$ cat config.mk
export PLATFORM = sky130hd
export DESIGN_NAME = psp_top
export DESIGN_NICKNAME = d
export VERILOG_FILES = /design/src/psp_pkg.sv /design/src/psp_top.sv
export VERILOG_INCLUDE_DIRS = /design/src /design/src/src
export SDC_FILE = /design/constraint.sdc
export NUM_CORES = 1
export LEC_CHECK = 0
export BUFFER_PORTS_ARGS = -buffer_cell sky130_fd_sc_hd__buf_2
export CELL_PAD_IN_SITES_DETAIL_PLACEMENT = 1
export CELL_PAD_IN_SITES_GLOBAL_PLACEMENT = 1
export CORE_MARGIN = 4
export CORE_UTILIZATION = 42
export DETAILED_ROUTE_END_ITERATION = 10
export GPL_TIMING_DRIVEN = 1
export PLACE_DENSITY = 0.77
export SYNTH_ARGS = -nofsm -noshare
export SYNTH_HDL_FRONTEND = slang
export SYNTH_SLANG_ARGS = --single-unit
$ cat constraint.sdc
create_clock -name clock -period 2.5 [get_ports clock]
set_input_delay 0.375 -clock clock [delete_from_list [all_inputs] [get_ports clock]]
set_output_delay 0.375 -clock clock [all_outputs]
set_load 0.05 [all_outputs]
$ cat src/psp_map.svh
`ifndef PSP_MAP_SVH
`define PSP_MAP_SVH
// Functional notes
// - Mode bit turns port D into slave port
// - Port E pins become read, write, select
// - Slave port needs inputs and digital pins
// - Separate in/out latches share one address
// - Port D direction ignored in slave mode
// - Write spans select and write both low
// - Write end sets input full at Q4
// - Same Q4 also sets port interrupt flag
// - Firmware data read or leaving slave mode clears input full
// - Write while input unread sets overflow
// - Read start clears output full at once
// - Read end sets interrupt at Q4
// - Output full stays clear until firmware write
// - Outside mode both full flags held clear
// - Interrupt flag latched; enable masks request
// - Reset clears flags, direction bits set
// - Device drives port D during selected read
// - Selected write captures port D pins
`define PSP_IDX_PORT_D       10'h008
`define PSP_IDX_PORT_E       10'h009
`define PSP_IDX_INT_CTRL     10'h00B
`define PSP_IDX_INT_FLAGS    10'h00C
`define PSP_IDX_PORT_D_DIR   10'h088
`define PSP_IDX_DIR_STAT     10'h089
`define PSP_IDX_INT_EN       10'h08C
`define PSP_IDX_PIN_CFG      10'h09F
`define PSP_BIT_IN_FULL      7
`define PSP_BIT_OUT_FULL     6
`define PSP_BIT_IN_OVF       5
`define PSP_BIT_MODE         4
`define PSP_BIT_PIF          7
`define PSP_BIT_PIE          7
`define PSP_RST_DIR_E        3'h7
`define PSP_RST_DIR_D        8'hFF
`define PSP_RST_BYTE         8'h00
`define PSP_CFG_DIGITAL      3'h7
`define PSP_RST_CFG          3'h0
`define PSP_DIR_ALL_IN       3'h7
`endif

$ cat src/psp_pkg.sv
package psp_pkg;
	typedef enum logic [1:0] {PSP_Q1, PSP_Q2, PSP_Q3, PSP_Q4} psp_phase_t;
	typedef enum logic [1:0] {PSP_EV_IDLE, PSP_EV_WAIT_Q2, PSP_EV_WAIT_Q4} psp_evt_t;
endpackage

$ cat src/psp_top.sv
// Implementation choice: the APB interface to the registers.
`timescale 1ns/1ps
`include "psp_map.svh"
module psp_top (
	input  wire logic        clock,
	input  wire logic        rst_b,
	input  wire logic        psel,
	input  wire logic        penable,
	input  wire logic        pwrite,
	input  wire logic [11:0] paddr,
	input  wire logic [31:0] pwdata,
	output logic      [31:0] prdata,
	output logic             pready,
	output logic             pslverr,
	input  wire logic [7:0]  port_d_in,
	output logic      [7:0]  port_d_out,
	output logic      [7:0]  port_d_oe,
	input  wire logic [2:0]  port_e_in,
	output logic      [2:0]  port_e_out,
	output logic      [2:0]  port_e_oe,
	output logic             port_int_req
);
	logic [7:0]          pd_s1_q;
	logic [7:0]          pd_s2_q;
	logic [2:0]          pe_s1_q;
	logic [2:0]          pe_s2_q;

	logic [7:0]          out_latch_q;
	logic [7:0]          in_latch_q;
	logic [7:0]          dir_d_q;
	logic [7:0]          port_e_q;
	logic [7:0]          int_ctrl_q;
	logic [7:0]          int_flags_low_q;
	logic [7:0]          int_en_q;
	logic [7:0]          prdata_q;
	logic [2:0]          dir_e_q;
	logic [2:0]          cfg_q;
	logic                mode_q;
	logic                in_full_q;
	logic                out_full_q;
	logic                in_ovf_q;
	logic                pif_q;

	logic                wr_act_q;
	logic                rd_act_q;
	logic                slave_en;
	logic                rd_act;
	logic                wr_act;
	logic                wr_start;
	logic                wr_end;
	logic                rd_start;
	logic                rd_end;

	logic                setup;
	logic                acc_wr;
	logic                acc_rd;
	logic                hit;
	logic                wr_q4;
	logic                rd_q4;
	logic [9:0]          idx;
	logic [7:0]          rd_val;
	psp_pkg::psp_phase_t phase_q;
	psp_pkg::psp_evt_t   wev_q;
	psp_pkg::psp_evt_t   rev_q;

	// Pin synchronisers
	always_ff @(posedge clock or negedge rst_b) begin
		if (!rst_b) begin
			pd_s1_q <= 8'h00;
			pd_s2_q <= 8'h00;
			pe_s1_q <= 3'h7;
			pe_s2_q <= 3'h7;
		end else begin
			pd_s1_q <= port_d_in;
			pd_s2_q <= pd_s1_q;
			pe_s1_q <= port_e_in;
			pe_s2_q <= pe_s1_q;
		end
	end

	// Slave mode qualification and strobe decode
	assign slave_en = mode_q && (dir_e_q == `PSP_DIR_ALL_IN) && (cfg_q == `PSP_CFG_DIGITAL);
	assign rd_act   = slave_en && !pe_s2_q[2] && !pe_s2_q[0];
	assign wr_act   = slave_en && !pe_s2_q[2] && !pe_s2_q[1];
	assign wr_start = wr_act && !wr_act_q;
	assign wr_end   = !wr_act && wr_act_q;
	assign rd_start = rd_act && !rd_act_q;
	assign rd_end   = !rd_act && rd_act_q;

	always_ff @(posedge clock or negedge rst_b) begin
		if (!rst_b) begin
			wr_act_q <= 1'b0;
			rd_act_q <= 1'b0;
		end else begin
			wr_act_q <= wr_act;
			rd_act_q <= rd_act;
		end
	end

	// Instruction phase counter
	always_ff @(posedge clock or negedge rst_b) begin
		if (!rst_b) begin
			phase_q <= psp_pkg::PSP_Q1;
		end else begin
			case (phase_q)
				psp_pkg::PSP_Q1: phase_q <= psp_pkg::PSP_Q2;
				psp_pkg::PSP_Q2: phase_q <= psp_pkg::PSP_Q3;
				psp_pkg::PSP_Q3: phase_q <= psp_pkg::PSP_Q4;
				default:         phase_q <= psp_pkg::PSP_Q1;
			endcase
		end
	end

	// Write completion: Q4 after the next Q2
	always_ff @(posedge clock or negedge rst_b) begin
		if (!rst_b) begin
			wev_q <= psp_pkg::PSP_EV_IDLE;
		end else begin
			case (wev_q)
				psp_pkg::PSP_EV_IDLE: begin
					if (wr_end) begin
						wev_q <= psp_pkg::PSP_EV_WAIT_Q2;
					end
				end
				psp_pkg::PSP_EV_WAIT_Q2: begin
					if (phase_q == psp_pkg::PSP_Q2) begin
						wev_q <= psp_pkg::PSP_EV_WAIT_Q4;
					end
				end
				psp_pkg::PSP_EV_WAIT_Q4: begin
					if (phase_q == psp_pkg::PSP_Q4) begin
						wev_q <= wr_end ? psp_pkg::PSP_EV_WAIT_Q2 : psp_pkg::PSP_EV_IDLE;
					end
				end
				default: wev_q <= psp_pkg::PSP_EV_IDLE;
			endcase
		end
	end

	// Read completion: Q4 after the next Q2
	always_ff @(posedge clock or negedge rst_b) begin
		if (!rst_b) begin
			rev_q <= psp_pkg::PSP_EV_IDLE;
		end else begin
			case (rev_q)
				psp_pkg::PSP_EV_IDLE: begin
					if (rd_end) begin
						rev_q <= psp_pkg::PSP_EV_WAIT_Q2;
					end
				end
				psp_pkg::PSP_EV_WAIT_Q2: begin
					if (phase_q == psp_pkg::PSP_Q2) begin
						rev_q <= psp_pkg::PSP_EV_WAIT_Q4;
					end
				end
				psp_pkg::PSP_EV_WAIT_Q4: begin
					if (phase_q == psp_pkg::PSP_Q4) begin
						rev_q <= rd_end ? psp_pkg::PSP_EV_WAIT_Q2 : psp_pkg::PSP_EV_IDLE;
					end
				end
				default: rev_q <= psp_pkg::PSP_EV_IDLE;
			endcase
		end
	end

	assign wr_q4 = (wev_q == psp_pkg::PSP_EV_WAIT_Q4) && (phase_q == psp_pkg::PSP_Q4);
	assign rd_q4 = (rev_q == psp_pkg::PSP_EV_WAIT_Q4) && (phase_q == psp_pkg::PSP_Q4);

	// APB decode
	assign idx     = paddr[11:2];
	assign setup   = psel && !penable;
	assign acc_wr  = psel && penable && pwrite && hit;
	assign acc_rd  = psel && penable && !pwrite && hit;
	assign pready  = 1'b1;
	assign pslverr = psel && penable && !hit;
	assign prdata  = {24'h000000, prdata_q};

	// Register read mux
	always_comb begin
		hit    = (paddr[1:0] == 2'h0);
		rd_val = 8'h00;
		case (idx)
			`PSP_IDX_PORT_D: begin
				rd_val = slave_en ? in_latch_q : pd_s2_q;
			end
			`PSP_IDX_PORT_E: begin
				rd_val = {5'h00, pe_s2_q};
			end
			`PSP_IDX_INT_CTRL: begin
				rd_val = int_ctrl_q;
			end
			`PSP_IDX_INT_FLAGS: begin
				rd_val = {pif_q, int_flags_low_q[6:0]};
			end
			`PSP_IDX_PORT_D_DIR: begin
				rd_val = dir_d_q;
			end
			`PSP_IDX_DIR_STAT: begin
				rd_val = {in_full_q, out_full_q, in_ovf_q, mode_q, 1'b0, dir_e_q};
			end
			`PSP_IDX_INT_EN: begin
				rd_val = int_en_q;
			end
			`PSP_IDX_PIN_CFG: begin
				rd_val = {5'h00, cfg_q};
			end
			default: begin
				hit = 1'b0;
			end
		endcase
	end

	// Refused accesses read as zero
	always_ff @(posedge clock or negedge rst_b) begin
		if (!rst_b) begin
			prdata_q <= 8'h00;
		end else if (setup) begin
			prdata_q <= hit ? rd_val : 8'h00;
		end
	end

	// Slave mode select
	always_ff @(posedge clock or negedge rst_b) begin
		if (!rst_b) begin
			mode_q <= 1'b0;
		end else if (acc_wr && (idx == `PSP_IDX_DIR_STAT)) begin
			mode_q <= pwdata[`PSP_BIT_MODE];
		end
	end

	// Port E direction
	always_ff @(posedge clock or negedge rst_b) begin
		if (!rst_b) begin
			dir_e_q <= `PSP_RST_DIR_E;
		end else if (acc_wr && (idx == `PSP_IDX_DIR_STAT)) begin
			dir_e_q <= pwdata[2:0];
		end
	end

	// Port D direction
	always_ff @(posedge clock or negedge rst_b) begin
		if (!rst_b) begin
			dir_d_q <= `PSP_RST_DIR_D;
		end else if (acc_wr && (idx == `PSP_IDX_PORT_D_DIR)) begin
			dir_d_q <= pwdata[7:0];
		end
	end

	// Analog pin configuration
	always_ff @(posedge clock or negedge rst_b) begin
		if (!rst_b) begin
			cfg_q <= `PSP_RST_CFG;
		end else if (acc_wr && (idx == `PSP_IDX_PIN_CFG)) begin
			cfg_q <= pwdata[2:0];
		end
	end

	// Port E data latch
	always_ff @(posedge clock or negedge rst_b) begin
		if (!rst_b) begin
			port_e_q <= `PSP_RST_BYTE;
		end else if (acc_wr && (idx == `PSP_IDX_PORT_E)) begin
			port_e_q <= pwdata[7:0];
		end
	end

	// Interrupt control storage
	always_ff @(posedge clock or negedge rst_b) begin
		if (!rst_b) begin
			int_ctrl_q <= `PSP_RST_BYTE;
		end else if (acc_wr && (idx == `PSP_IDX_INT_CTRL)) begin
			int_ctrl_q <= pwdata[7:0];
		end
	end

	// Interrupt enables
	always_ff @(posedge clock or negedge rst_b) begin
		if (!rst_b) begin
			int_en_q <= `PSP_RST_BYTE;
		end else if (acc_wr && (idx == `PSP_IDX_INT_EN)) begin
			int_en_q <= pwdata[7:0];
		end
	end

	// Other interrupt flags, plain storage
	always_ff @(posedge clock or negedge rst_b) begin
		if (!rst_b) begin
			int_flags_low_q <= `PSP_RST_BYTE;
		end else if (acc_wr && (idx == `PSP_IDX_INT_FLAGS)) begin
			int_flags_low_q <= {1'b0, pwdata[6:0]};
		end
	end

	// Output latch
	always_ff @(posedge clock or negedge rst_b) begin
		if (!rst_b) begin
			out_latch_q <= `PSP_RST_BYTE;
		end else if (acc_wr && (idx == `PSP_IDX_PORT_D)) begin
			out_latch_q <= pwdata[7:0];
		end
	end

	// Input latch follows the pins while a selected write is active
	always_ff @(posedge clock or negedge rst_b) begin
		if (!rst_b) begin
			in_latch_q <= 8'h00;
		end else if (wr_act) begin
			in_latch_q <= pd_s2_q;
		end
	end

	// Input buffer full
	always_ff @(posedge clock or negedge rst_b) begin
		if (!rst_b) begin
			in_full_q <= 1'b0;
		end else if (!slave_en) begin
			in_full_q <= 1'b0;
		end else if (wr_q4) begin
			in_full_q <= 1'b1;
		end else if (acc_rd && (idx == `PSP_IDX_PORT_D)) begin
			in_full_q <= 1'b0;
		end
	end

	// Output buffer full
	always_ff @(posedge clock or negedge rst_b) begin
		if (!rst_b) begin
			out_full_q <= 1'b0;
		end else if (!slave_en) begin
			out_full_q <= 1'b0;
		end else if (acc_wr && (idx == `PSP_IDX_PORT_D)) begin
			out_full_q <= 1'b1;
		end else if (rd_start) begin
			out_full_q <= 1'b0;
		end
	end

	// Overflow, cleared only by firmware
	always_ff @(posedge clock or negedge rst_b) begin
		if (!rst_b) begin
			in_ovf_q <= 1'b0;
		end else if (wr_start && in_full_q) begin
			in_ovf_q <= 1'b1;
		end else if (acc_wr && (idx == `PSP_IDX_DIR_STAT)) begin
			in_ovf_q <= pwdata[`PSP_BIT_IN_OVF];
		end
	end

	// Port interrupt flag
	always_ff @(posedge clock or negedge rst_b) begin
		if (!rst_b) begin
			pif_q <= 1'b0;
		end else if (wr_q4 || rd_q4) begin
			pif_q <= 1'b1;
		end else if (acc_wr && (idx == `PSP_IDX_INT_FLAGS)) begin
			pif_q <= pwdata[`PSP_BIT_PIF];
		end
	end

	assign port_int_req = pif_q && int_en_q[`PSP_BIT_PIE];

	// Pin drivers
	assign port_d_out = out_latch_q;
	assign port_d_oe  = mode_q ? {8{rd_act}} : ~dir_d_q;
	assign port_e_out = port_e_q[2:0];
	assign port_e_oe  = mode_q ? 3'h0 : ~dir_e_q;
endmodule

### After elaboration in Yosys (flattened, before gate mapping)

Index checks and enable logic that the tools add are counted.

* logic and storage cells: 126
* flip-flop bits (word level): 99
* output and inout bits: 57
* input port bits: 60

* reduce and logical (&&, ||, !) cells: 49
* muxes and demuxes: 26
* bitwise logic cells: 2
* eq/ne operators: 25

Operator list (count)
* $pmux 8 s8: 1
* $eq 10x4->1 const B: 4
* $eq 10x8->1 const B: 4
* $logic_and 1x1->1: 29
* $mux 8: 3
* $pmux 2 s3: 3
* $mux 1: 13
* $ne 2x2->1 const B: 6
* $logic_not 1->1: 10
* $mux 2: 5
* $eq 2x2->1 const B: 4
* $logic_not 2->1: 4
* $not 8->8: 1
* $reduce_or 8->1: 1
* $eq 2x1->1 const B: 3
* $eq 3x3->1 const B: 2
* $ne 3x1->1 const B: 2
* $reduce_and 3->1: 2
* $reduce_bool 2->1: 2
* $mux 3: 1
* $not 3->3: 1
* $logic_or 1x1->1: 1

### Longest topological paths before layout

Gate-level depths: netlist of run 1.

* depth after elaboration: 10
* gate-level depth with buffers: 7
* depth with buffers taken out: 5

### Worst setup path before layout of run 1

OpenSTA, ideal clock, no wires.

* kind: register -> output
* start: register dir_e_q[0]
* end: output port_d_oe[0]
* path slack: 0.022 ns
* stages on the path, launching flop included: 7
* path buffers: 2
* data required time: 2.125 ns
* arrival time: 2.103 ns
* cells stage by stage: dfstp_2 -> nand4_1 -> or2_1 -> buf_2 -> or3_1 -> clkbuf_1 -> o21ai_0

* longest elaborated chain between the ends: 6

Ends and longest elaborated chain
* start: declaration: RTL line psp_top.sv:36 `logic [2:0] dir_e_q;`
* start signal: assignment: RTL line psp_top.sv:234 `` dir_e_q <= `PSP_RST_DIR_E; ``
* start signal: assignment: RTL line psp_top.sv:236 `dir_e_q <= pwdata[2:0];`
* $eq 3x3->1 (no line)
* $logic_and 1x1->1 (2 in series): RTL line psp_top.sv:82 `` assign slave_en = mode_q && (dir_e_q == `PSP_DIR_ALL_IN) && (cfg_q == `PSP_CFG_DIGITAL); ``
* $logic_and 1x1->1 (2 in series): RTL line psp_top.sv:83 `assign rd_act = slave_en && !pe_s2_q[2] && !pe_s2_q[0];`
* $mux 8: RTL line psp_top.sv:364 `assign port_d_oe = mode_q ? {8{rd_act}} : ~dir_d_q;`
* end: declaration: RTL line psp_top.sv:17 `output logic [7:0] port_d_oe,`

Every way passes these cells.

### Worst setup path after layout of run 1

* start: register dir_e_q[0]
* end: output port_d_oe[2]

The elaborated chain is that of the path after synthesis.

==> results.md, run 1 <==
* Fraction of registers with async set or reset after synthesis at 100%
* Clk Tree Root Cell: clkbuf_8
* Slew margin rel. at about two thirds
* Port-buffer cells at 67
* Clk buf depth at 2
* Vias in the first global route at 3426
* Ratio of cells with drive above 1 in the final layout at 39.0%
* Max-slew violation count at 0
* Largest net degree at the start of global routing at 51
* Die X-Extent at 113 um
* Top Layer Used: met4
* Setup WS pre-CTS at 177 ps
* Half-perimeter wire length after detailed placement at 8260 um
* Total track usage at ~18%
* Routed wire length at 11400 um
* Worst Hold Class: input pin to flop
* Routed Antenna Nets at 0
* Worst Tran Pin Value at 488 ps
* Post-DP Area at between 5000 and 6000 um2
* Crit Path Max Fanout at 5
* Vias/cell at 5.25
* Yosys warns at 0
* Inst Count DP at between 500 and 600
* Initial antenna violation count at 0
* Largest cells by area after synthesis: dfrtp_1 (44%), dfstp_2 (9.6%), mux2_2 (7.8%), mux2_1 (5.8%), buf_4 (4.7%)
* Core footprint at 10800 um2
* TritonCTS clock tree: done
* Delay-heaviest family, CP: simple AND/OR/NAND/NOR gates
* Post-synth top cells: dfrtp_1 (82), mux2_2 (32), buf_4 (29)
* CP max stage cell: dfstp_2
* Synth Instances at 368
* Met2 routed WL at 5770 um
* Crit end category: output pin
* Critical path type: flop to output pin
* Iter 0 DRT Violations at 148
* Die footprint at 12800 um2
* Leakage at between 0.002 and 0.003 uW
* Tmin final at between 2000 and 2500 ps
* CP Launch Type: flop
* Antenna fix cells at 0
* RSZ-0062 raised after global routing: yes
* Count leader, synth: dfrtp_1
* Fmax at 402 MHz
* Initial core utilization at 42.8%
* CTS buffer count at 9
* # IOs at roughly 120
* Clk_skew at about 13 ps
* Status: finished clean
* Synth top area share at 44.3%
* Nets@finish at just over 500
* Fillers at 1176
* First-pass GRT wire length at 18200 um
* Final Hold Fails at 0
* CTS clk-pin slew, worst paths at approximately 100 ps
* Data required, critical path at 2120 ps
* Register area share after synthesis at a little over half
* Die Height at 113 um
* Critical Path, Cell by Cell: nand4_1 > or2_1 > or3_4 > buf_8 > o21ai_4 > buf_8
* Area Overhead vs Synth at 18.0%
* CP peak stage delay at 550 ps
* Synth Area per Inst at 12.6 um2
* Gp weighted congestion at roughly 0.85
* Clk Latency, worst-skew pair at between 300 and 400 ps
* Design area at roughly 5500 um2
* Top cell by count, worst path: buf_8
* Mapped cell area at 4640 um2
* Final period util at 99.5%
* Reg-to-reg slack, setup at 300 ps
* Clock Sinks at 99
* Grt ovf at 0
* Critical path buffer and inverter count at 2
* Fin Hold WS at 96.0 ps
* Post-synth EDFFs at 0
* Area leader, netlist: dfrtp_1
* Via count at 3144
* Pwr Density at 523 nW/um2
* Worst vdd rail ir drop at 0.000360 V
* Crit path DAT at around 2100 ps
* DR pass1 iterations at 4
* Max_cap viols at 0
* Post-route insts no fill at 599
* Wire per inst at approximately 19 um
* FP Rows at 38
* Synth unique cells at 55
* WL met3 at 631 um
* Synth Flop Type: dfrtp_1
* # setup viols final at 0
* Final WS setup at 12.3 ps
* DRC at 0
* Met1 WL at 4810 um
* Post-synthesis sequential element count at 99
* # H-tree levels at 3
## registers in the layout, summed over array words and instances (netlist names), 2 cells and up
signal	cells
wev_q	2
prdata_q	8
pe_s2_q	3
port_e_q	3
rev_q	2
pe_s1_q	3
port_d_out	8
phase_q	2
pd_s2_q	8
pd_s1_q	8
dir_d_q	8
dir_e_q	3
in_latch_q	8
int_ctrl_q	8
int_en_q	8
cfg_q	3
int_flags_low_q	7
## worst paths after layout
path,startpoint,cells past startpoint,endpoint
max,dir_e_q[0],6,port_d_oe[2]
min,port_e_in[2],1,pe_s1_q[2]
max reg2reg,dir_e_q[0],6,prdata_q[0]
min reg2reg,pd_s1_q[6],0,pd_s2_q[6]
max in group asynchronous,rst_b,3,dir_d_q[1]
min in group asynchronous,rst_b,2,port_e_q[2]
## kinds of logic after synthesis
group	synth area share [%]
other cells	0.162
flops	53.9
buf+inv	6.69
mux	18.5
compound gates	8.58
simple gates	10.9
fa+ha+maj	1.35
## per-layer routing
metal	global-route usage, %	up-vias
li1	-	1445
met1	24.0	1582
met2	30.8	100
met3	4.12	17
met4	6.33	0
met5	0	-
## layout make-up
cell class | count | area [um2] | area share [%]
timing repair buffer | 93 | 613 | 11.2
multi-input combinational | 242 | 1960 | 35.9
inverter | 9 | 33.8 | 0.618
tap | 140 | 175 | 3.20
clock buffer | 11 | 131 | 2.40
sequential | 99 | 2500 | 45.7
clock inverter | 5 | 55.1 | 1.01
## report_power, final
| group | leakage [uW] | internal, uW | switching, uW |
|---|---|---|---|
| clock network | 0.0000893 | 460 | 545 |
| logic | 0.00137 | 49.6 | 174 |
| registers | 0.00127 | 1620 | 8.95 |
| total | 0.00273 | 2130 | 728 |
## cells in the final DEF, fill, tap and decap left out, types with 8 or more instances in the layout
cell	n
mux2_2	32
buf_4	23
clkbuf_8	9
mux2_1	24
buf_6	8
dfrtp_1	82
buf_2	58
conb_1	25
dfstp_2	17
a21oi_1	8
inv_1	9
nand2_1	20
mux2i_1	12
nor2_1	14
## through the flow
stage	utilization [%]	power [uW]	setup TNS [ps]
3_5_place_dp	47.2	1890	0
3_3_place_gp	47.2	1880	0
5_1_grt	50.5	2980	-436
4_1_cts	50.0	2900	-10.7
2_1_floorplan	-	1810	0
6_report	50.5	2860	0
## what timing repair did
action                                 in CTS  in global routing
pin swaps                                   2                  2
hold buffers                                1                  0
setup endpoints to repair                   8                  8
endpoints found under the hold margin      11                  0
buffers inserted                            4                  1
gates resized for setup                    29                 10
No activity file was read; power rests on OpenSTA's default activity.
==> run 2, diff against run 1 <==
--- a/config.mk
+++ b/config.mk
@@ -6,14 +6,14 @@
 export SDC_FILE = /design/constraint.sdc
 export NUM_CORES = 1
 export LEC_CHECK = 0
-export BUFFER_PORTS_ARGS = -buffer_cell sky130_fd_sc_hd__buf_2
 export CELL_PAD_IN_SITES_DETAIL_PLACEMENT = 1
 export CELL_PAD_IN_SITES_GLOBAL_PLACEMENT = 1
 export CORE_MARGIN = 4
-export CORE_UTILIZATION = 42
+export CORE_UTILIZATION = 50
 export DETAILED_ROUTE_END_ITERATION = 10
+export DONT_BUFFER_PORTS = 1
 export GPL_TIMING_DRIVEN = 1
-export PLACE_DENSITY = 0.77
+export PLACE_DENSITY = 0.76
 export SYNTH_ARGS = -nofsm -noshare
 export SYNTH_HDL_FRONTEND = slang
 export SYNTH_SLANG_ARGS = --single-unit
==> run 2 against run 1 <==
Register-to-register slack better by 100 ps. Design area is 7.0% lower. Global-route usage is 2.7 points higher. Non-clock buffer count is 64 lower. Via count is 6.6% lower. Clock power is 5% higher. First-iteration DRC count is 6.8% lower. Flip-flop and latch count stayed put. Core utilization is 6.8 points higher. Power is 1.6% lower. Setup slack better by 40 ps. Clock-buffer cell count stayed put. The flow now finishes with violations (negative hold slack).
==> results.md, run 2 (synthesis results as in run 1) <==
* Status: finished with violations
* Failing checks: negative hold slack
* Via count at 2938
* Clk buf depth at 2
* Multi-input logic area at 1960 um2
* Ratio of cells with drive above 1 in the final layout at 28.4%
* Port-buffer cells at 0
* Most frequent cells in the layout: dfrtp_1 (82), mux2_2 (32), conb_1 (25)
* DRC at 0
* Max_cap viols at 0
* Crit end category: output pin
* Vias/cell at 5.84
* Reg-to-reg slack, setup at ~400 ps
* Clk Latency, worst-skew pair at 360 ps
* CTS clk-pin slew, worst paths at 100 ps
* Largest net degree at the start of global routing at 100
* Worst r2r dst: prdata_q[0]
* Pwr Total at 2820 uW
* Data required, critical path at 2120 ps
* CP Launch Type: flop
* FP Rows at 34
* Die footprint at 10900 um2
* Worst Hold Class: input pin to asynchronous set/reset pin
* Die Height at ~100 um
* Iter 0 DRT Violations at approximately 140
* Initial core utilization at 52.1%
* # H-tree levels at 3
* Tmin final at 2450 ps
* Core footprint at 8890 um2
* Most common cell after layout, fill and taps aside: dfrtp_1
* CTS buffer count at 9
* Total track usage at between 20% and 30%
* Wire per inst at ~22 um
* Leakage at 0.00244 uW
* Gp weighted congestion at around 0.86
* Critical Path, Cell by Cell: nand4_1 > or2_1 > or3_4 > buf_6 > o21ai_1 > buf_6
* Worst vdd rail ir drop at 0.000348 V
* Area Overhead vs Synth at 9.80%
* Final period util at 97.9%
* # IOs at 117
* First-pass GRT wire length at 18000 um
* Design area at between 5000 and 6000 um2
* Pwr Density at roughly 550 nW/um2
* Hold buffer count at CTS at 3
* Clk Tree Root Cell: clkbuf_8
* Nets@finish at 455
* Vias in the first global route at 3225
* Fillers at 903
* RSZ-0062 raised after global routing: yes
* Final Hold Fails at 99
* CP peak stage delay at 540 ps
* RR Startpoint: dir_e_q[0]
* CP max stage cell: dfstp_2
* Post-DP Area at 4750 um2
* Routed Antenna Nets at 0
* Clock Sinks at 99
* Routed wire length at 11200 um
* Half-perimeter wire length after detailed placement at roughly 8000 um
* Fmax at a little over 400 MHz
* Slew margin rel. at 61.8%
* Area occupied by registers at around 2500 um2
* Fin Hold WS at -299 ps
* DR pass1 iterations at 4
* Die X-Extent at 104 um
* TritonCTS clock tree: done
* Clk_skew at 8.40 ps
* Top cell by count, worst path: buf_6
* Grt ovf at 0
* Worst Tran Pin Value at approximately 570 ps
* Antenna fix cells at 0
* Crit path DAT at 2070 ps
* Crit Path Max Fanout at 5
* Critical path type: flop to output pin
* Cell depth of the worst flop-to-flop path at 6
* Max-slew violation count at 0
* # setup viols final at 0
* Initial antenna violation count at 0
## run 2: repair_timing
item,4_1_cts,5_1_grt
resized for setup,6,13
setup endpoints to repair,8,8
hold endpoints to repair,102,99
pin swaps,2,1
buffers inserted,4,0
## run 2: worst max path at each step
stage                    start  depth (start not counted)      endpoint
finish              dir_e_q[0]                          6  port_d_oe[3]
global route        dir_e_q[0]                          6  port_d_oe[3]
CTS                 dir_e_q[2]                          6  port_d_oe[4]
detailed placement    paddr[8]                          5   int_en_q[5]
global placement    dir_e_q[0]                          6  port_d_oe[2]
floorplan           dir_e_q[0]                          6  port_d_oe[0]
## run 2: per-layer routing
layer	track usage (%)	part of all wire, %
met3	5.34	5.5
met2	35.6	50
met1	26.8	42
met5	0	0
met4	7.12	2.2
## run 2: final cells by class
class / count / area share [%]
inverter: 9 / 0.664
tap: 108 / 2.65
multi-input combinational: 242 / 38.4
sequential: 99 / 49.1
clock buffer: 11 / 2.78
clock inverter: 5 / 1.20
timing repair buffer: 29 / 5.16
## run 2: critical path: cells and delay by family, from the launching register on
family,cells,cell delay (ps)
flip-flops,1,540
AO/OA/AOI/OAI,1,90
AND/OR/NAND/NOR,3,740
buffers and inverters,2,330
## run 2: per-stage QoR
stage / std cells / hold WS, ps / TNS [ps] / setup slack [ps] / utilization (%)
final: 503 / -299 / 0 / 51.9 / 57.2
after global routing: 503 / -331 / -344 / -80.4 / 57.2
after CTS: 503 / -320 / 0 / 12.6 / 56.6
after detailed placement: 480 / 82.3 / 0 / 254 / 53.4
after global placement: 480 / 81.9 / 0 / 295 / 53.4
after floorplan: 391 / 79.4 / 0 / 21.8 / -
## run 2: power breakdown
part / internal [uW] / switching (uW) / leakage, uW
Combinational: 27.2 / 105 / 0.00107
Clock: 496 / 554 / 0.000104
Sequential: 1620 / 8.81 / 0.00127
Total: 2150 / 668 / 0.00244
